## src/shared/pts_pkg.sv

```systemverilog
package pts_pkg;
  localparam int ADDR_W = 8;
  localparam int DATA_W = 32;
  localparam int REG_W = 8;

  // byte addresses of the register words
  localparam logic [ADDR_W-1:0] ADDR_CTRL = 8'h00;
  localparam logic [ADDR_W-1:0] ADDR_COUNT = 8'h04;
  localparam logic [ADDR_W-1:0] ADDR_PERIOD = 8'h08;
  localparam logic [ADDR_W-1:0] ADDR_IRQ = 8'h0c;

  // control register layout
  localparam int PRESCALE_LSB = 0;
  localparam int PRESCALE_W = 2;
  localparam int ON_BIT = 2;
  localparam int POSTSCALE_LSB = 3;
  localparam int POSTSCALE_W = 4;
  localparam logic [REG_W-1:0] CTRL_MASK = 8'h7f;

  // interrupt register layout
  localparam int FLAG_BIT = 0;
  localparam int EN_BIT = 1;

  // reset values
  localparam logic [REG_W-1:0] CTRL_RST = 8'h00;
  localparam logic [REG_W-1:0] COUNT_RST = 8'h00;
  localparam logic [REG_W-1:0] PERIOD_RST = 8'hff;

  // oscillator to instruction clock: one tick every four aclk cycles
  localparam int PHASE_W = 2;
  localparam logic [PHASE_W-1:0] PHASE_LAST = 2'h3;

  // prescaler terminal counts for divide by 1, 4, 16 and 64
  localparam int PRE_W = 6;
  localparam logic [PRE_W-1:0] PRE_LIM_1 = 6'h00;
  localparam logic [PRE_W-1:0] PRE_LIM_4 = 6'h03;
  localparam logic [PRE_W-1:0] PRE_LIM_16 = 6'h0f;
  localparam logic [PRE_W-1:0] PRE_LIM_64 = 6'h3f;

  localparam logic [1:0] RESP_OKAY = 2'h0;
  localparam logic [1:0] RESP_DECERR = 2'h3;

  typedef enum logic [1:0] {
    PTS_WS_IDLE = 2'b01,
    PTS_WS_RESP = 2'b10
  } pts_wstate_e;

  typedef enum logic [1:0] {
    PTS_RS_IDLE = 2'b01,
    PTS_RS_DATA = 2'b10
  } pts_rstate_e;
endpackage

```

## src/shared/pts_scale_if.sv

```systemverilog
`timescale 1ns/1ps
`default_nettype none
interface pts_scale_if;
  import pts_pkg::*;
  logic instr_tick;
  logic clear;
  logic on;
  logic [PRESCALE_W-1:0] prescale_select;
  logic [POSTSCALE_W-1:0] postscale_select;
  logic match;
  logic pre_tick;
  logic post_tick;

  modport ctrl (
    output instr_tick,
    output clear,
    output on,
    output prescale_select,
    output postscale_select,
    output match,
    input pre_tick,
    input post_tick
  );

  modport scaler (
    input instr_tick,
    input clear,
    input on,
    input prescale_select,
    input postscale_select,
    input match,
    output pre_tick,
    output post_tick
  );
endinterface
`default_nettype wire

```

## src/rtl/pts_scaler.sv

```systemverilog
`timescale 1ns/1ps
`default_nettype none
module pts_scaler (
  input wire logic aclk,
  input wire logic aresetn,
  input wire logic ce,
  pts_scale_if.scaler sif
);
  import pts_pkg::*;

  logic [PRE_W-1:0] pre_cnt_r;
  logic [POSTSCALE_W-1:0] post_cnt_r;
  logic [PRE_W-1:0] pre_lim;

  always_comb begin
    case (sif.prescale_select)
      2'h0: pre_lim = PRE_LIM_1;
      2'h1: pre_lim = PRE_LIM_4;
      2'h2: pre_lim = PRE_LIM_16;
      default: pre_lim = PRE_LIM_64;
    endcase
  end

  // a clearing write swallows the tick so the count cannot move that cycle
  assign sif.pre_tick = ce & sif.instr_tick & sif.on & ~sif.clear & (pre_cnt_r == pre_lim);
  assign sif.post_tick = ce & sif.match & ~sif.clear & (post_cnt_r == sif.postscale_select);

  // scaler clear
  always_ff @(posedge aclk) begin
    if (!aresetn) begin
      pre_cnt_r <= '0;
    end else if (ce) begin
      if (sif.clear) begin
        pre_cnt_r <= '0;
      end else if (sif.instr_tick && sif.on) begin
        // divide ratio select
        pre_cnt_r <= (pre_cnt_r == pre_lim) ? '0 : PRE_W'(pre_cnt_r + 6'h01);
      end
    end
  end

  always_ff @(posedge aclk) begin
    if (!aresetn) begin
      post_cnt_r <= '0;
    end else if (ce) begin
      if (sif.clear) begin
        post_cnt_r <= '0;
      end else if (sif.match) begin
        // n plus one matches
        post_cnt_r <= (post_cnt_r == sif.postscale_select) ? '0 : POSTSCALE_W'(post_cnt_r + 4'h1);
      end
    end
  end

  a_scaler_clear: assert property (@(posedge aclk) disable iff (!aresetn)
    (ce && sif.clear) |=> (pre_cnt_r == '0) && (post_cnt_r == '0))
    else $error("scaler counters not cleared");

  a_post_ratio: assert property (@(posedge aclk) disable iff (!aresetn)
    (ce && sif.match && !sif.clear && sif.postscale_select == 4'h0) |-> sif.post_tick)
    else $error("postscaler missed a match at ratio 1:1");
endmodule
`default_nettype wire

```

## src/rtl/pts_top.sv

```systemverilog
// Notes on behaviour
// count clock is the instruction clock, aclk divided by four
// count starts at zero, steps by one per prescaled tick while on
// prescale field: 00 div 1, 01 div 4, 10 div 16, 11 div 64
// count equal to period gives a match pulse and reloads zero
// reset clears count and sets period to all ones
// count write, control write and reset clear both scaler counters
// control write leaves the count value as it was
// match pulses clock the postscaler, which sets the interrupt flag
// postscale field n sets the flag every n+1 matches
// interrupt request needs the enable bit; flag latches regardless
// unscaled match drives the pwm time base and optional serial shift clock
// in sleep the count and period hold, counting resumes after wake
// count and period readable and writable at any time
// on bit gates counting; when clear the count holds
//
// The implementer's own choices: register access over AXI4-Lite and the register addresses.
`timescale 1ns/1ps
`default_nettype none
module pts_top (
  input wire logic aclk,
  input wire logic aresetn,
  input wire logic ce,
  input wire logic sleep,
  input wire logic ssp_shift_sel,
  input wire logic [pts_pkg::ADDR_W-1:0] awaddr,
  input wire logic [2:0] awprot,
  input wire logic awvalid,
  output logic awready,
  input wire logic [pts_pkg::DATA_W-1:0] wdata,
  input wire logic [3:0] wstrb,
  input wire logic wvalid,
  output logic wready,
  output logic [1:0] bresp,
  output logic bvalid,
  input wire logic bready,
  input wire logic [pts_pkg::ADDR_W-1:0] araddr,
  input wire logic [2:0] arprot,
  input wire logic arvalid,
  output logic arready,
  output logic [pts_pkg::DATA_W-1:0] rdata,
  output logic [1:0] rresp,
  output logic rvalid,
  input wire logic rready,
  output logic pwm_timebase,
  output logic ssp_shift_clk,
  output logic timer_irq
);
  import pts_pkg::*;

  pts_scale_if sif ();

  pts_wstate_e ws_r;
  pts_rstate_e rs_r;
  logic [ADDR_W-1:0] aw_addr_r;
  logic aw_got_r;
  logic [REG_W-1:0] w_data_r;
  logic w_lane_r;
  logic w_got_r;
  logic [1:0] bresp_r;
  logic [DATA_W-1:0] rdata_r;
  logic [1:0] rresp_r;

  logic [REG_W-1:0] ctrl_r;
  logic [REG_W-1:0] count_r;
  logic [REG_W-1:0] period_r;
  logic flag_r;
  logic irq_en_r;
  logic irq_r;
  logic pwm_r;
  logic ssp_r;
  logic [PHASE_W-1:0] phase_r;

  logic wr_fire;
  logic wr_hit;
  logic ctrl_wr;
  logic count_wr;
  logic period_wr;
  logic irq_wr;
  logic instr_tick;
  logic match_hit;
  logic rd_hit;
  logic [REG_W-1:0] rd_val;

  // the unused protection bits carry no meaning for this block
  logic unused_prot;
  assign unused_prot = ^{awprot, arprot, wdata[DATA_W-1:REG_W], wstrb[3:1]};

  // write channel: address and data are taken independently, then applied together
  assign awready = (ws_r == PTS_WS_IDLE) & ~aw_got_r;
  assign wready = (ws_r == PTS_WS_IDLE) & ~w_got_r;
  assign bvalid = (ws_r == PTS_WS_RESP);
  assign bresp = bresp_r;
  assign wr_fire = ce & (ws_r == PTS_WS_IDLE) & aw_got_r & w_got_r;

  always_comb begin
    case (aw_addr_r)
      ADDR_CTRL,
      ADDR_COUNT,
      ADDR_PERIOD,
      ADDR_IRQ: wr_hit = 1'b1;
      default: wr_hit = 1'b0;
    endcase
  end

  // only byte lane 0 carries register bits, so a write with it off changes nothing
  assign ctrl_wr = wr_fire & w_lane_r & (aw_addr_r == ADDR_CTRL);
  assign count_wr = wr_fire & w_lane_r & (aw_addr_r == ADDR_COUNT);
  assign period_wr = wr_fire & w_lane_r & (aw_addr_r == ADDR_PERIOD);
  assign irq_wr = wr_fire & w_lane_r & (aw_addr_r == ADDR_IRQ);

  always_ff @(posedge aclk) begin
    if (!aresetn) begin
      aw_got_r <= 1'b0;
      aw_addr_r <= '0;
    end else if (ce) begin
      if (awvalid && awready) begin
        aw_got_r <= 1'b1;
        aw_addr_r <= awaddr;
      end else if (wr_fire) begin
        aw_got_r <= 1'b0;
      end
    end
  end

  always_ff @(posedge aclk) begin
    if (!aresetn) begin
      w_got_r <= 1'b0;
      w_data_r <= '0;
      w_lane_r <= 1'b0;
    end else if (ce) begin
      if (wvalid && wready) begin
        w_got_r <= 1'b1;
        w_data_r <= wdata[REG_W-1:0];
        w_lane_r <= wstrb[0];
      end else if (wr_fire) begin
        w_got_r <= 1'b0;
      end
    end
  end

  always_ff @(posedge aclk) begin
    if (!aresetn) begin
      ws_r <= PTS_WS_IDLE;
      bresp_r <= RESP_OKAY;
    end else if (ce) begin
      case (ws_r)
        PTS_WS_IDLE: begin
          if (wr_fire) begin
            ws_r <= PTS_WS_RESP;
            bresp_r <= wr_hit ? RESP_OKAY : RESP_DECERR;
          end
        end
        PTS_WS_RESP: begin
          if (bready) begin
            ws_r <= PTS_WS_IDLE;
          end
        end
        default: ws_r <= PTS_WS_IDLE;
      endcase
    end
  end

  // read channel: data registered on the address handshake
  assign arready = (rs_r == PTS_RS_IDLE);
  assign rvalid = (rs_r == PTS_RS_DATA);
  assign rdata = rdata_r;
  assign rresp = rresp_r;

  // count and period readback
  always_comb begin
    rd_hit = 1'b1;
    case (araddr)
      ADDR_CTRL: rd_val = ctrl_r;
      ADDR_COUNT: rd_val = count_r;
      ADDR_PERIOD: rd_val = period_r;
      ADDR_IRQ: rd_val = REG_W'({irq_en_r, flag_r});
      default: begin
        rd_val = '0;
        rd_hit = 1'b0;
      end
    endcase
  end

  always_ff @(posedge aclk) begin
    if (!aresetn) begin
      rs_r <= PTS_RS_IDLE;
      rdata_r <= '0;
      rresp_r <= RESP_OKAY;
    end else if (ce) begin
      case (rs_r)
        PTS_RS_IDLE: begin
          if (arvalid) begin
            rs_r <= PTS_RS_DATA;
            rdata_r <= DATA_W'(rd_val);
            rresp_r <= rd_hit ? RESP_OKAY : RESP_DECERR;
          end
        end
        PTS_RS_DATA: begin
          if (rready) begin
            rs_r <= PTS_RS_IDLE;
          end
        end
        default: rs_r <= PTS_RS_IDLE;
      endcase
    end
  end

  // control register; bit 7 is unimplemented and reads zero
  always_ff @(posedge aclk) begin
    if (!aresetn) begin
      ctrl_r <= CTRL_RST;
    end else if (ce && ctrl_wr) begin
      ctrl_r <= w_data_r & CTRL_MASK;
    end
  end

  // instruction clock from aclk
  always_ff @(posedge aclk) begin
    if (!aresetn) begin
      phase_r <= '0;
    end else if (ce && !sleep) begin
      phase_r <= PHASE_W'(phase_r + 2'h1);
    end
  end

  // sleep stops the time base
  assign instr_tick = ce & ~sleep & (phase_r == PHASE_LAST);

  // clears on writes
  assign sif.clear = ctrl_wr | count_wr;
  assign sif.instr_tick = instr_tick;
  // on bit gates prescaler
  assign sif.on = ctrl_r[ON_BIT];
  assign sif.prescale_select = ctrl_r[PRESCALE_LSB +: PRESCALE_W];
  assign sif.postscale_select = ctrl_r[POSTSCALE_LSB +: POSTSCALE_W];

  // compare count with period
  assign match_hit = sif.pre_tick & (count_r == period_r);
  // match clocks postscaler
  assign sif.match = match_hit;

  pts_scaler u_scaler (
    .aclk(aclk),
    .aresetn(aresetn),
    .ce(ce),
    .sif(sif.scaler)
  );

  // count advance
  always_ff @(posedge aclk) begin
    if (!aresetn) begin
      count_r <= COUNT_RST;
    end else if (ce) begin
      // only count writes load
      if (count_wr) begin
        count_r <= w_data_r;
      end else if (match_hit) begin
        count_r <= COUNT_RST;
      end else if (sif.pre_tick) begin
        count_r <= REG_W'(count_r + 8'h01);
      end
    end
  end

  // period resets to all ones
  always_ff @(posedge aclk) begin
    if (!aresetn) begin
      period_r <= PERIOD_RST;
    end else if (ce && period_wr) begin
      period_r <= w_data_r;
    end
  end

  // unscaled match outputs
  always_ff @(posedge aclk) begin
    if (!aresetn) begin
      pwm_r <= 1'b0;
      ssp_r <= 1'b0;
    end else if (ce) begin
      pwm_r <= match_hit;
      ssp_r <= match_hit & ssp_shift_sel;
    end
  end

  assign pwm_timebase = pwm_r;
  assign ssp_shift_clk = ssp_r;

  // flag set wins over clear
  always_ff @(posedge aclk) begin
    if (!aresetn) begin
      flag_r <= 1'b0;
    end else if (ce) begin
      if (sif.post_tick) begin
        flag_r <= 1'b1;
      end else if (irq_wr && w_data_r[FLAG_BIT]) begin
        flag_r <= 1'b0;
      end
    end
  end

  // enable gates request
  always_ff @(posedge aclk) begin
    if (!aresetn) begin
      irq_en_r <= 1'b0;
      irq_r <= 1'b0;
    end else if (ce) begin
      if (irq_wr) begin
        irq_en_r <= w_data_r[EN_BIT];
      end
      irq_r <= flag_r & irq_en_r;
    end
  end

  assign timer_irq = irq_r;

  a_instr_rate: assert property (@(posedge aclk) disable iff (!aresetn)
    instr_tick |=> !instr_tick [*3])
    else $error("instruction tick more often than every fourth cycle");

  a_count_step: assert property (@(posedge aclk) disable iff (!aresetn)
    (sif.pre_tick && !count_wr && count_r != period_r) |=> count_r == REG_W'($past(count_r) + 8'h01))
    else $error("count did not step by one");

  a_count_wrap: assert property (@(posedge aclk) disable iff (!aresetn)
    (match_hit && !count_wr) |=> (count_r == COUNT_RST) && pwm_timebase)
    else $error("match did not reload zero and pulse");

  a_reset_values: assert property (@(posedge aclk) disable iff (!aresetn)
    $rose(aresetn) |-> (count_r == COUNT_RST) && (period_r == PERIOD_RST))
    else $error("wrong count or period after reset");

  a_ctrl_keeps_count: assert property (@(posedge aclk) disable iff (!aresetn)
    ctrl_wr |=> count_r == $past(count_r))
    else $error("control write changed the count");

  a_flag_latch: assert property (@(posedge aclk) disable iff (!aresetn)
    sif.post_tick |=> flag_r ##1 (timer_irq == $past(irq_en_r)))
    else $error("postscaler event not latched into the flag");

  a_irq_gated: assert property (@(posedge aclk) disable iff (!aresetn)
    (ce && !irq_en_r) |=> !timer_irq)
    else $error("interrupt raised while disabled");

  a_sleep_hold: assert property (@(posedge aclk) disable iff (!aresetn)
    (sleep && !count_wr && !period_wr) |=> $stable(count_r) && $stable(period_r))
    else $error("timer moved during sleep");

  a_count_read: assert property (@(posedge aclk) disable iff (!aresetn)
    (ce && arvalid && arready && araddr == ADDR_COUNT) |=> rvalid && rdata == DATA_W'($past(count_r)))
    else $error("count read returned a wrong value");

  a_off_hold: assert property (@(posedge aclk) disable iff (!aresetn)
    (!ctrl_r[ON_BIT] && !count_wr) |=> $stable(count_r))
    else $error("count moved while the timer is off");
endmodule
`default_nettype wire

```

## config.mk

```make
export PLATFORM = sky130hd
export DESIGN_NAME = pts_top
export DESIGN_NICKNAME = d
export VERILOG_FILES = /design/src/shared/pts_pkg.sv /design/src/shared/pts_scale_if.sv /design/src/rtl/pts_scaler.sv /design/src/rtl/pts_top.sv
export SDC_FILE = /design/constraint.sdc
export NUM_CORES = 1
export LEC_CHECK = 0
export ABC_CLOCK_PERIOD_IN_PS = 2270
export BUFFER_PORTS_ARGS = -buffer_cell sky130_fd_sc_hd__buf_2
export CORE_ASPECT_RATIO = 0.6
export CORE_UTILIZATION = 47
export CTS_CLUSTER_DIAMETER = 60
export CTS_CLUSTER_SIZE = 28
export DETAILED_ROUTE_END_ITERATION = 7
export PLACE_DENSITY = 0.77
export RECOVER_POWER = 100
export SLEW_MARGIN = 5
export SYNTH_ARGS = -nofsm -noshare
export SYNTH_HDL_FRONTEND = slang
export SYNTH_SLANG_ARGS = --single-unit
```

## constraint.sdc

```tcl
create_clock -name aclk -period 2.27 [get_ports aclk]
set_clock_uncertainty 0.15 [all_clocks]
set_input_delay 0.454 -clock aclk [delete_from_list [all_inputs] [get_ports aclk]]
set_output_delay 0.454 -clock aclk [all_outputs]
set_load 0.05 [all_outputs]
```

==> Word level (Yosys, flattened, before mapping) <==
Index checks and enable logic that the tools add are counted.
{ "word_totals": {"register_bits": 75, "latchBits": 0, "ram_bits": 0, "rom_bits": 0, "in_bits": 68, "output_inout_bits": 44, "mem_count": 0} }
{ "op_classes": {"addsub": 4, "multipliers": 0, "div": 0, "magnitude_cmp": 0, "eq_ne": 20, "shifts": 0, "n_mux": 26, "n_bitwise": 27, "reduce_logical": 32} }
{ "ops": {"columns": ["op", "n"], "rows": [
  ["== test 8 x 4 -> 1 bit, second input constant", 4],
  ["one-hot mux 8 bit (4 select lines)", 1],
  ["2-to-1 mux 8 bit", 3],
  ["AND 1 bit", 22],
  ["2-to-1 mux 6 bit", 3],
  ["one-hot mux 6 bit (3 select lines)", 1],
  ["AND reduction 2 bit", 9],
  ["== test 8 x 3 -> 1 bit, second input constant", 2],
  ["logical NOT 8 bit", 2],
  ["2-to-1 mux 2 bit", 6],
  ["2-to-1 mux 4 bit", 3],
  ["AND reduction 3 bit", 4],
  ["nonzero test 2 bit", 5],
  ["adder 8 x 1 -> 8 bit, second input constant", 1],
  ["== test 2 bit, second input constant", 4],
  ["== test 8 bit", 1],
  ["one-hot mux 2 bit (2 select lines)", 2],
  ["OR reduction 4 bit", 2],
  ["logical AND 1 bit", 7],
  ["2-to-1 mux 1 bit", 7],
  ["adder 6 x 1 -> 6 bit, second input constant", 1],
  ["== test 2 x 1 -> 1 bit, second input constant", 3],
  ["== test 6 bit", 1],
  ["adder 4 x 1 -> 4 bit, second input constant", 1],
  ["other kinds (9)", 14]
]} }

==> Longest topological paths before layout <==
Gate-level depths: netlist (run 1).
{ "depth": {"word_depth": 16, "mapped_depth": 8, "depth_no_buf": 7} }

==> By module <==
A second synthesis (run 1) with hierarchy kept.
{ "hier_totals": {"hier_cells": 436, "area_unflattened_um2": 3882.5} }
{ "modules_own_cells": {"columns": ["module", "n_inst", "cells_per_inst", "area_each_um2", "seq_area_each_um2"], "rows": [
  ["pts_top", 1, 358, 3219.3, 1261.2],
  ["pts_scaler", 1, 78, 663.1, 200.2]
]} }

==> Worst setup path after synthesis (run 1) <==
No wires, ideal clock.
{ "synth_path": {"path_type": "input port to flip-flop", "start": "in ce", "end": "reg count_r[3]", "setup_ps": 116, "arrival_ps": 1943, "t_required_ps": 2004, "path_slack_ps": 61, "stages": 7, "path_buffers": 1, "cell_sequence": "and3b_1 nand3_1 or4b_1 buf_2 o21ai_0 o21ai_0 o211a_1"} }
{ "synth_via": {"elab_chain_len": 12, "elab_cells_between_ends": 19, "classes_between": "mux (2); bitwise (15); reduce/logical (2)"} }
{ "synth_lines": {"columns": ["element", "line", "source"], "rows": [
  ["start: declaration", "pts_top.sv:23", "input wire logic ce,"],
  ["AND 1 bit (3 in a row)", "pts_top.sv:94", "assign wr_fire = ce & (ws_r == PTS_WS_IDLE) & aw_got_r & w_got_r;"],
  ["AND 1 bit", "pts_top.sv:107, pts_top.sv:108", null],
  ["AND 1 bit (on tied branches)", "pts_top.sv:107, pts_top.sv:108", null],
  ["OR 1 bit", "pts_top.sv:231", "assign sif.clear = ctrl_wr | count_wr;"],
  ["inverter 1 bit", "pts_scaler.sv:25", "assign sif.pre_tick = ce & sif.instr_tick & sif.on & ~sif.clear & (pre_cnt_r == pre_lim);"],
  ["AND 1 bit (2 in a row)", "pts_scaler.sv:25", null],
  ["AND 1 bit", "pts_top.sv:239", "assign match_hit = sif.pre_tick & (count_r == period_r);"],
  ["nonzero test 3 bit (no source line) or 2-to-1 mux 8 bit (tied branches)", null, null],
  ["AND reduction 2 bit (no source line) or 2-to-1 mux 8 bit (tied branches)", null, null],
  ["end signal: assignment", "pts_top.sv:257", "count_r <= w_data_r;"],
  ["end signal: assignment", "pts_top.sv:261", "count_r <= REG_W'(count_r + 8'h01);"],
  ["end: declaration", "pts_top.sv:65", "logic [REG_W-1:0] count_r;"]
]} }
Parallel ways exist; a longest one is shown, timed or not.
A chain may end at the register's enable or synchronous reset.

==> Final worst setup path (run 1) <==
{ "layout_path": {"start": "reg u_scaler.pre_cnt_r[0]", "end": "reg u_scaler.post_cnt_r[0]"} }
{ "layout_via": {"elab_chain_len": 5} }
{ "layout_lines": {"columns": ["element", "line", "source"], "rows": [
  ["start: declaration", "pts_scaler.sv:11", "logic [PRE_W-1:0] pre_cnt_r;"],
  ["start signal: assignment", "pts_scaler.sv:37", "pre_cnt_r <= (pre_cnt_r == pre_lim) ? '0 : PRE_W'(pre_cnt_r + 6'h01);"],
  ["== test 6 bit", "pts_scaler.sv:25", null],
  ["AND 1 bit", "pts_scaler.sv:25", null],
  ["AND 1 bit", "pts_top.sv:239", null],
  ["nonzero test 2 bit (no source line)", null, null],
  ["AND reduction 2 bit (no source line)", null, null],
  ["end signal: assignment", "pts_scaler.sv:50", "post_cnt_r <= (post_cnt_r == sif.postscale_select) ? '0 : POSTSCALE_W'(post_cnt_r + 4'h1);"],
  ["end: declaration", "pts_scaler.sv:12", "logic [POSTSCALE_W-1:0] post_cnt_r;"]
]} }
Every way passes these cells.

==> impl_metrics.yaml, run 1 <==
status:
  status: "finished with violations"
  violations: "setup timing"
power_and_ir_drop:
  p_per_area_mw_per_mm2: 686.2
  pwr-share-clk: 0.479
  p_comb_frac: 0.100
  leakagePower_uw: 0.001869
  power.switching_uw: 775.3
  p_total_uw: 3170
  p_int_uw: 2395
  vdd_ir_drop_max_v: 0.0003758
  pwr-share-seq: 0.421
  p_sw_frac: 0.2446
clock_tree:
  cts.sinks: 73
  cts-root-buf: "clkbuf_16"
  cts_tree: "built"
  path_clk_slew_ns: 0.06
  clk-insertion-delay-late_ns: 0.34
  clk_path_buf_depth: 2
  ctsHoldBuffers: 0
  htreeDepth: 3
  cts_buffers: 9
sta:
  slew_headroom: 0.5976
  timing.final.ws_setup_ns: -0.02309
  fmax_ghz: 0.4361
  post-route-min-period_ns: 2.293
  hold_violations: 0
  final-setup-viol-count: 6
  tightest_slew_ns: 0.6063
  whs_ns: 0.2056
  rsz0062_at_grt: "yes"
  slew_violations: 0
  timing.final.crit_share: 1.010
hold_path:
  worstHoldStart: "wdata[0]"
  whs_endpoint: "w_data_r[0]"
  hold_class: "in -> reg"
  hold_depth: 3
drt:
  antenna_left: 0
  vias_per_cell: 5.388
  vias: 3319
  wl_per_cell_microns: 15.78
  routed_wl_microns: 9719
  detail_route.first_pass.iterations: 5
  drt_iter0_drc: 243
  route.detailed.drc: 0
global_route:
  grt_overflow: 0
  grt_pass1_vias: 3047
  antenna_found_initial: 0
  grt.total_usage: 0.2468
  grt_max_degree: 22
  grt_pass1_wl_microns: 15150
layout:
  fillers: 650
  regArea_sq_mm: 0.001463
  multi_input_area_sq_mm: 0.002118
  fin_nets: 579
  most-common-layout-cells: "72 x dfxtp_1, 40 x nand2_1, 36 x buf_4"
  final_cells: 616
  n_antenna_cell: 0
  syn2layout_area_growth_pct: 23.64
  final_common_cell: "dfxtp_1"
  drive_gt1_frac: 0.2109
synth:
  synthCells: 419
  synth_top_area_cell: "dfxtp_1"
  synthTopCellsByArea: "dfxtp_1 39%, mux2i_1 8.6%, buf_4 5.2%, nor2b_1 4.4%, nand2_1 4.0%"
  synth.distinct_cells: 53
  yosysSeqAreaShare: 0.3912
  yosys_register_bits: 73
  synth_warnings: 0
  async_reset_ff_frac: 0
  ys.flop_type: "dfxtp_1"
  syn-cell-area_sq_mm: 0.003736
  synth_edf_count: 0
  syn_avg_cell_area_sq_um: 8.917
  synthDominantCellAreaShare: 0.3912
critical_path:
  cp_max_fo: 5
  reg2reg_slack_ns: -0.02
  rr_endpoint: "u_scaler.post_cnt_r[0]"
  crit_arrival_ns: 2.37
  cp-end-kind: "flip-flop"
  required_ns: 2.35
  r2r-start: "u_scaler.pre_cnt_r[0]"
  critPathLaunchType: "flip-flop"
  critPathKind: "reg -> reg"
  ff2ff_path_depth: 7
place:
  gp_congestion: 0.9029
  post-dp-hpwl_microns: 6898
  dp.cells: 594
  portBuffers: 54
die:
  io_pins: 112
  die_x_microns: 117.1
  start_util: 0.4997
  die_h_microns: 71.06
  fp.dieArea_sq_mm: 0.008321
  num_rows: 24
  coreArea_sq_mm: 0.007477
flow_run:
  maxCapViolations: 0
-- power groups by stage --
stage / Clock [uW] / Combinational (uW) / Sequential [uW]
after global placement: 0 / 313 / 1360
after CTS: 1550 / 320 / 1330
after detailed placement: 0 / 319 / 1360
after global routing: 1600 / 345 / 1340
after floorplan: 0 / 261 / 1360
final: 1520 / 318 / 1330
-- routing by layer --
layer / GRT usage / share of wire / vias to the layer above
met1: 0.3531 / 0.48 / 1552
met3: 0.08655 / 0.096 / 7
met4: 0.06470 / 0.0072 / 0
li1: - / - / 1611
met5: 0 / 0 / -
met2: 0.3511 / 0.42 / 149
-- Yosys cell counts (9+ instances only) --
master    instances
a21oi_1          13
a21boi_0         10
xor2_1           10
buf_4            26
nor2_1           36
dfxtp_1          73
nor2b_1          26
clkbuf_1         16
a22oi_1           9
mux2i_1          32
xnor2_1          10
o21ai_0          28
nand2_1          40
-- state kept, by name, indices dropped and copies added (netlist names), 2 cells and up --
| signal | count |
|---|---|
| aw_addr_r | 8 |
| count_r | 8 |
| period_r | 8 |
| rdata | 8 |
| w_data_r | 8 |
| ctrl_r | 7 |
| u_scaler.pre_cnt_r | 6 |
| u_scaler.post_cnt_r | 4 |
| phase_r | 2 |
| rs_r | 2 |
| ws_r | 2 |
-- repair_timing --
| action | CTS | global route |
|---|---|---|
| pin swaps | 1 | 10 |
| gates resized for setup | 2 | 11 |
| setup buffers | 3 | 2 |
| setup endpoints to repair | 6 | 13 |
| cloned | 0 | 1 |
-- worst max-delay path by stage --
stage	cells past startpoint	start	slack, ns	endpoint
floorplan	7	ce	0.06	count_r[3]
global placement	7	ce	-0.06	count_r[4]
detailed placement	7	ce	-0.08	count_r[5]
CTS	5	ctrl_r[0]	0.01	count_r[7]
global route	7	u_scaler.pre_cnt_r[0]	-0.09	u_scaler.post_cnt_r[0]
finish	7	u_scaler.pre_cnt_r[0]	-0.02	u_scaler.post_cnt_r[0]
-- metrics by stage --
step	util	setup WS, ns	TNS, ns	area (sq um)
6_report	0.6178	-0.02309	-0.07681	4619
2_1_floorplan	-	0.06114	0	3822
3_5_place_dp	0.5699	-0.07837	-0.4739	4262
4_1_cts	0.6171	0.01131	0	4614
5_1_grt	0.6178	-0.08648	-0.7570	4619
3_3_place_gp	0.5699	-0.05986	-0.2879	4262
-- worst max-delay path, stage by stage (launching register included) --
cell and delay, ns:
dfxtp_2 0.32, or4_4 0.53, a21o_4 0.24, a211o_4 0.36, nor3_4 0.21, buf_4 0.16, nor2_1 0.05, o21a_1 0.17
-- final cells by class --
class / count / area share
Sequential cell: 73 / 0.3166
Inverter: 2 / 0.001625
Clock buffer: 11 / 0.05255
Clock inverter: 5 / 0.01706
Timing Repair Buffer: 99 / 0.1254
Tap cell: 104 / 0.02817
Multi-Input combinational cell: 322 / 0.4586
-- cell families after synthesis --
family / after synthesis / synth area share
xor gates and xnor gates: 20 / 0.04688
buffers and inverters: 48 / 0.07669
and+or+nand+nor: 159 / 0.2324
muxes: 34 / 0.09980
DFF: 73 / 0.3912
adders and majority gates: 4 / 0.01340
other: 1 / 0.001004
AOI/OAI and AO/OA: 80 / 0.1386
No activity file was read; power rests on OpenSTA's default activity.
==> inputs of run 2 (changes only) <==
--- a/config.mk
+++ b/config.mk
@@ -5,13 +5,14 @@
 export SDC_FILE = /design/constraint.sdc
 export NUM_CORES = 1
 export LEC_CHECK = 0
-export ABC_CLOCK_PERIOD_IN_PS = 2270
+export ABC_CLOCK_PERIOD_IN_PS = 2100
 export BUFFER_PORTS_ARGS = -buffer_cell sky130_fd_sc_hd__buf_2
 export CORE_ASPECT_RATIO = 0.6
 export CORE_UTILIZATION = 47
 export CTS_CLUSTER_DIAMETER = 60
 export CTS_CLUSTER_SIZE = 28
 export DETAILED_ROUTE_END_ITERATION = 7
+export GPL_TIMING_DRIVEN = 0
 export PLACE_DENSITY = 0.77
 export RECOVER_POWER = 100
 export SLEW_MARGIN = 5
==> constraint.sdc (replaced) <==
create_clock -name aclk -period 2.1 [get_ports aclk]
set_clock_uncertainty 0.15 [all_clocks]
set_input_delay 0.42 -clock aclk [delete_from_list [all_inputs] [get_ports aclk]]
set_output_delay 0.42 -clock aclk [all_outputs]
set_load 0.05 [all_outputs]
==> impl_metrics.yaml, run 2 (same netlist as run 1, synthesis figures left out) <==
status:
  status: "finished with violations"
  violations: "setup timing"
layout:
  syn2layout_area_growth_pct: 25.62
  fin_nets: 591
  final_common_cell: "dfxtp_1"
  final_cells: 628
  most-common-layout-cells: "68 x dfxtp_1, 39 x nand2_1, 36 x buf_4"
  drive_gt1_frac: 0.2309
  n_antenna_cell: 0
clock_tree:
  clk_path_buf_depth: 2
  cts_buffers: 9
  htreeDepth: 3
  cts.sinks: 73
  cts_tree: "built"
  clk-insertion-delay-late_ns: 0.34
  cts-root-buf: "clkbuf_16"
  ctsHoldBuffers: 0
  path_clk_slew_ns: 0.06
sta:
  fin_tns_setup_ns: -1.193
  slew_headroom: 0.5054
  tightest_slew_ns: 0.7358
  slew_violations: 0
  rsz0062_at_grt: "yes"
  final-setup-viol-count: 12
  timing.final.crit_share: 1.074
  fmax_ghz: 0.4434
  hold_violations: 0
  post-route-min-period_ns: 2.255
  timing.final.ws_setup_ns: -0.1552
hold_path:
  hold_depth: 3
  hold_class: "in -> reg"
  whs_endpoint: "w_data_r[3]"
  worstHoldStart: "wdata[3]"
global_route:
  grt_overflow: 0
  grt_pass1_wl_microns: 15660
  grt_pass1_vias: 3055
  grt.total_usage: 0.2562
  antenna_found_initial: 0
  globalRouteMet3Util: 0.07969
  grt_max_degree: 13
  use_met1: 0.3623
  gr-usage-met2: 0.3662
  busiest_layer: "met2"
die:
  die_x_microns: 117.1
  die_h_microns: 71.06
  coreArea_sq_mm: 0.007477
  io_pins: 112
  start_util: 0.4997
  fp.dieArea_sq_mm: 0.008321
  num_rows: 24
drt:
  wl_per_cell_microns: 16.33
  routed_wl_microns: 10260
  route.detailed.drc: 0
  vias_per_cell: 5.487
  vias: 3446
  antenna_left: 0
  drt_iter0_drc: 339
  detail_route.first_pass.iterations: 5
critical_path:
  rr_endpoint: "count_r[2]"
  startpoint: "ctrl_r[0]"
  cp_max_fo: 5
  r2r-start: "ctrl_r[0]"
  critPathKind: "reg -> reg"
  ff2ff_path_depth: 6
  critPathLaunchType: "flip-flop"
  required_ns: 2.22
  cp-end-kind: "flip-flop"
  reg2reg_slack_ns: -0.16
  crit_arrival_ns: 2.37
flow_run:
  maxCapViolations: 0
place:
  dp.cells: 599
  portBuffers: 53
  gp_congestion: 0.9433
  post-dp-hpwl_microns: 7370
power_and_ir_drop:
  p_per_area_mw_per_mm2: 731.9
  leakagePower_uw: 0.001911
  p_total_uw: 3435
  vdd_ir_drop_max_v: 0.0005090
-- run 2: cell types whose count changed in the layout (fill, tap and decap cells not counted), moves of 2 or more --
cell      change
dfxtp_4       +2
dfxtp_1       -4
clkbuf_1      +9
a21oi_2       +2
o21ai_1       +3
nor4_1        -2
dfxtp_2       +2
nor4_2        +2
buf_6         +3
o21ai_0       -4
clkinv_2      +3
-- run 2: final cells by class --
cell class / count / area, sq um
inverter: 2 / 7.507
tap: 104 / 130.1
sequential: 73 / 1473
timing repair buffer: 68 / 357.8
fill: 640 / 2784
clock inverter: 7 / 85.08
buffer: 44 / 277.8
multi-input combinational: 321 / 2137
clock buffer: 9 / 225.2
-- run 2: critical path, cell delays in order (launching register included) --
cell	delay, ns
dfxtp_4	0.35
or4_1	0.51
a21o_1	0.20
a211o_4	0.31
buf_6	0.15
or3_1	0.35
a31oi_1	0.16
-- run 2: worst max-delay path by stage --
| stage | end | slack, ns | cells past startpoint |
|---|---|---|---|
| after floorplan | count_r[2] | -0.01 | 6 |
| after global placement | count_r[3] | -0.33 | 8 |
| after detailed placement | count_r[3] | -0.39 | 8 |
| after CTS | count_r[2] | -0.14 | 6 |
| after global routing | count_r[2] | -0.21 | 6 |
| final | count_r[2] | -0.16 | 6 |
-- run 2: power breakdown --
| part | switching, uW | internal, uW |
|---|---|---|
| logic | 245 | 131 |
| clock network | 587 | 1030 |
| registers | 34.3 | 1410 |
| total | 866 | 2570 |
-- run 2: per-stage QoR --
stage / setup WS (ns) / utilization / cell area [sq um] / hold WS (ns)
after floorplan: -0.01468 / - / 3841 / 0.3081
after global placement: -0.3263 / 0.5666 / 4237 / 0.3249
after detailed placement: -0.3901 / 0.5666 / 4237 / 0.3350
after global routing: -0.2105 / 0.6277 / 4693 / 0.1804
after CTS: -0.1417 / 0.6275 / 4692 / 0.1614
final: -0.1552 / 0.6277 / 4693 / 0.1725
-- run 2: per-layer routing --
| metal | wire length [microns] | part of all wire | up-vias |
|---|---|---|---|
| met4 | 184 | 0.018 | 0 |
| met3 | 1080 | 0.11 | 25 |
| met2 | 4270 | 0.42 | 179 |
| li1 | - | - | 1634 |
| met5 | 0 | 0 | - |
| met1 | 4721 | 0.46 | 1608 |
-- run 2: repair_timing --
action / in CTS / in global routing
endpoints found under the setup margin: 32 / 20
pin swaps: 8 / 8
gates cloned: 1 / 0
buffers inserted: 11 / 3
resized for setup: 23 / 7
==> inputs of run 3 (changes only) <==
--- a/config.mk
+++ b/config.mk
@@ -7,7 +7,9 @@
 export LEC_CHECK = 0
 export ABC_CLOCK_PERIOD_IN_PS = 2100
 export BUFFER_PORTS_ARGS = -buffer_cell sky130_fd_sc_hd__buf_2
+export CAP_MARGIN = 25
 export CORE_ASPECT_RATIO = 0.6
+export CORE_MARGIN = 2
 export CORE_UTILIZATION = 47
 export CTS_CLUSTER_DIAMETER = 60
 export CTS_CLUSTER_SIZE = 28
==> impl_metrics.yaml, run 3 (same netlist as run 1, synthesis figures left out) <==
status:
  status: "finished with violations"
  violations: "setup timing"
critical_path:
  worstPathCellList: "and3b_1 -> nand3_4 -> or4b_4 -> buf_6 -> o21a_1 -> o221a_2"
  cp-end-kind: "flip-flop"
  critPathKind: "reg -> reg"
  critPathLaunchType: "flip-flop"
  required_ns: 2.18
  slowest_delay_ns: 0.61
  cp_slowest_cell: "or4b_4"
  crit_arrival_ns: 2.33
  cp_max_fo: 6
power_and_ir_drop:
  vdd_ir_drop_max_v: 0.0004420
  power.switching_uw: 865.7
  pwr-share-clk: 0.467
  p_sw_frac: 0.2505
  p_per_area_mw_per_mm2: 722.0
  leakagePower_uw: 0.001950
  p_int_uw: 2591
  pwr-share-seq: 0.420
  p_comb_frac: 0.113
drt:
  vias_per_cell: 5.502
  wl_per_cell_microns: 16.70
  route.detailed.drc: 0
  detail_route.first_pass.iterations: 5
  drt_iter0_drc: 349
  routed_wl_microns: 10640
  antenna_left: 0
  vias: 3505
sta:
  tightest_slew_ns: 0.8364
  fmax_ghz: 0.4434
  final-setup-viol-count: 20
  post-route-min-period_ns: 2.255
  fin_tns_setup_ns: -1.417
  whs_ns: 0.1624
  hold_violations: 0
  timing.final.crit_share: 1.074
  slew_headroom: 0.4424
  timing.final.ws_setup_ns: -0.1554
  rsz0062_at_grt: "yes"
  slew_violations: 0
layout:
  final_common_cell: "dfxtp_1"
  most-common-layout-cells: "67 x dfxtp_1, 38 x nand2_1, 38 x buf_4"
  fillers: 654
  fin_nets: 596
  drive_gt1_frac: 0.2533
  n_antenna_cell: 0
  syn2layout_area_growth_pct: 28.13
clock_tree:
  cts_tree: "built"
  htreeDepth: 3
  cts.sinks: 73
  cts-root-buf: "clkbuf_16"
  path_clk_slew_ns: 0.06
  clk-insertion-delay-late_ns: 0.34
  clk_path_buf_depth: 2
  cts_buffers: 9
die:
  coreArea_sq_mm: 0.007789
  num_rows: 25
  io_pins: 112
  die_x_microns: 119.1
  die_h_microns: 73.06
  fp.dieArea_sq_mm: 0.008701
  start_util: 0.4797
global_route:
  grt_pass1_vias: 3223
  grt.total_usage: 0.2465
  grt_pass1_wl_microns: 16490
  antenna_found_initial: 0
  grt_max_degree: 12
  grt_overflow: 0
hold_path:
  hold_class: "in -> reg"
flow_run:
  maxCapViolations: 0
place:
  post-dp-hpwl_microns: 7110
  gp_congestion: 0.9142
  portBuffers: 53
## run 3: path summary, 6_finish.rpt
kind	start	end	slack, ns	depth (start not counted)
worst max-delay path	ws_r[1]	count_r[4]	-0.16	6
worst min-delay path	awaddr[6]	aw_addr_r[6]	0.16	3
worst max register to register	ws_r[1]	count_r[4]	-0.16	6
worst min register to register	u_scaler.post_cnt_r[3]	u_scaler.post_cnt_r[3]	0.34	1
## run 3: final cells by class
| cell class | count | area, sq um | area share |
|---|---|---|---|
| Buffer | 44 | 280.3 | 0.05855 |
| Clock buffer | 13 | 240.2 | 0.05018 |
| Clock inverter | 3 | 65.06 | 0.01359 |
| Inverter | 2 | 7.507 | 0.001568 |
| Multi-Input combinational cell | 321 | 2173 | 0.4540 |
| Sequential cell | 73 | 1469 | 0.3068 |
| Tap cell | 108 | 135.1 | 0.02823 |
| Timing Repair Buffer | 73 | 416.7 | 0.08704 |
## run 3: per-stage QoR
stage | setup WS (ns) | utilization | cells | area (sq um) | power, uW
6_report | -0.1554 | 0.6146 | 637 | 4787 | 3456
5_1_grt | -0.1934 | 0.6146 | 637 | 4787 | 3562
4_1_cts | -0.1211 | 0.6084 | 632 | 4738 | 3443
3_5_place_dp | -0.3759 | 0.5446 | 603 | 4242 | 1845
3_3_place_gp | -0.3540 | 0.5446 | 603 | 4242 | 1837
2_1_floorplan | -0.01468 | - | 442 | 3841 | 1754
## run 3: worst max-delay path, delay by kind of cell, from the launching register on
kind	cells	cell delay (ns)
AO/OA/AOI/OAI	2	0.37
AND/OR/NAND/NOR	3	1.13
flip-flops	1	0.33
buffers and inverters	1	0.15
## run 3: power groups by stage
stage	Clock (uW)	Sequential (uW)	Combinational (uW)
6_report	1620	1450	391
2_1_floorplan	0	1470	284
3_5_place_dp	0	1470	370
5_1_grt	1690	1450	418
3_3_place_gp	0	1470	364
4_1_cts	1620	1450	378
## run 3: what timing repair did
item,4_1_cts,5_1_grt
resized for setup,30,17
setup endpoints to repair,35,25
buffers inserted,13,6
cloned,1,0
pin swaps,10,11
hold buffers,0,0
## run 3: layer usage
| metal | share of wire | vias up | global-route usage |
|---|---|---|---|
| li1 | - | 1646 | - |
| met1 | 0.44 | 1602 | 0.3340 |
| met2 | 0.41 | 222 | 0.3582 |
| met3 | 0.13 | 35 | 0.09609 |
| met4 | 0.022 | 0 | 0.08598 |
| met5 | 0 | - | 0 |
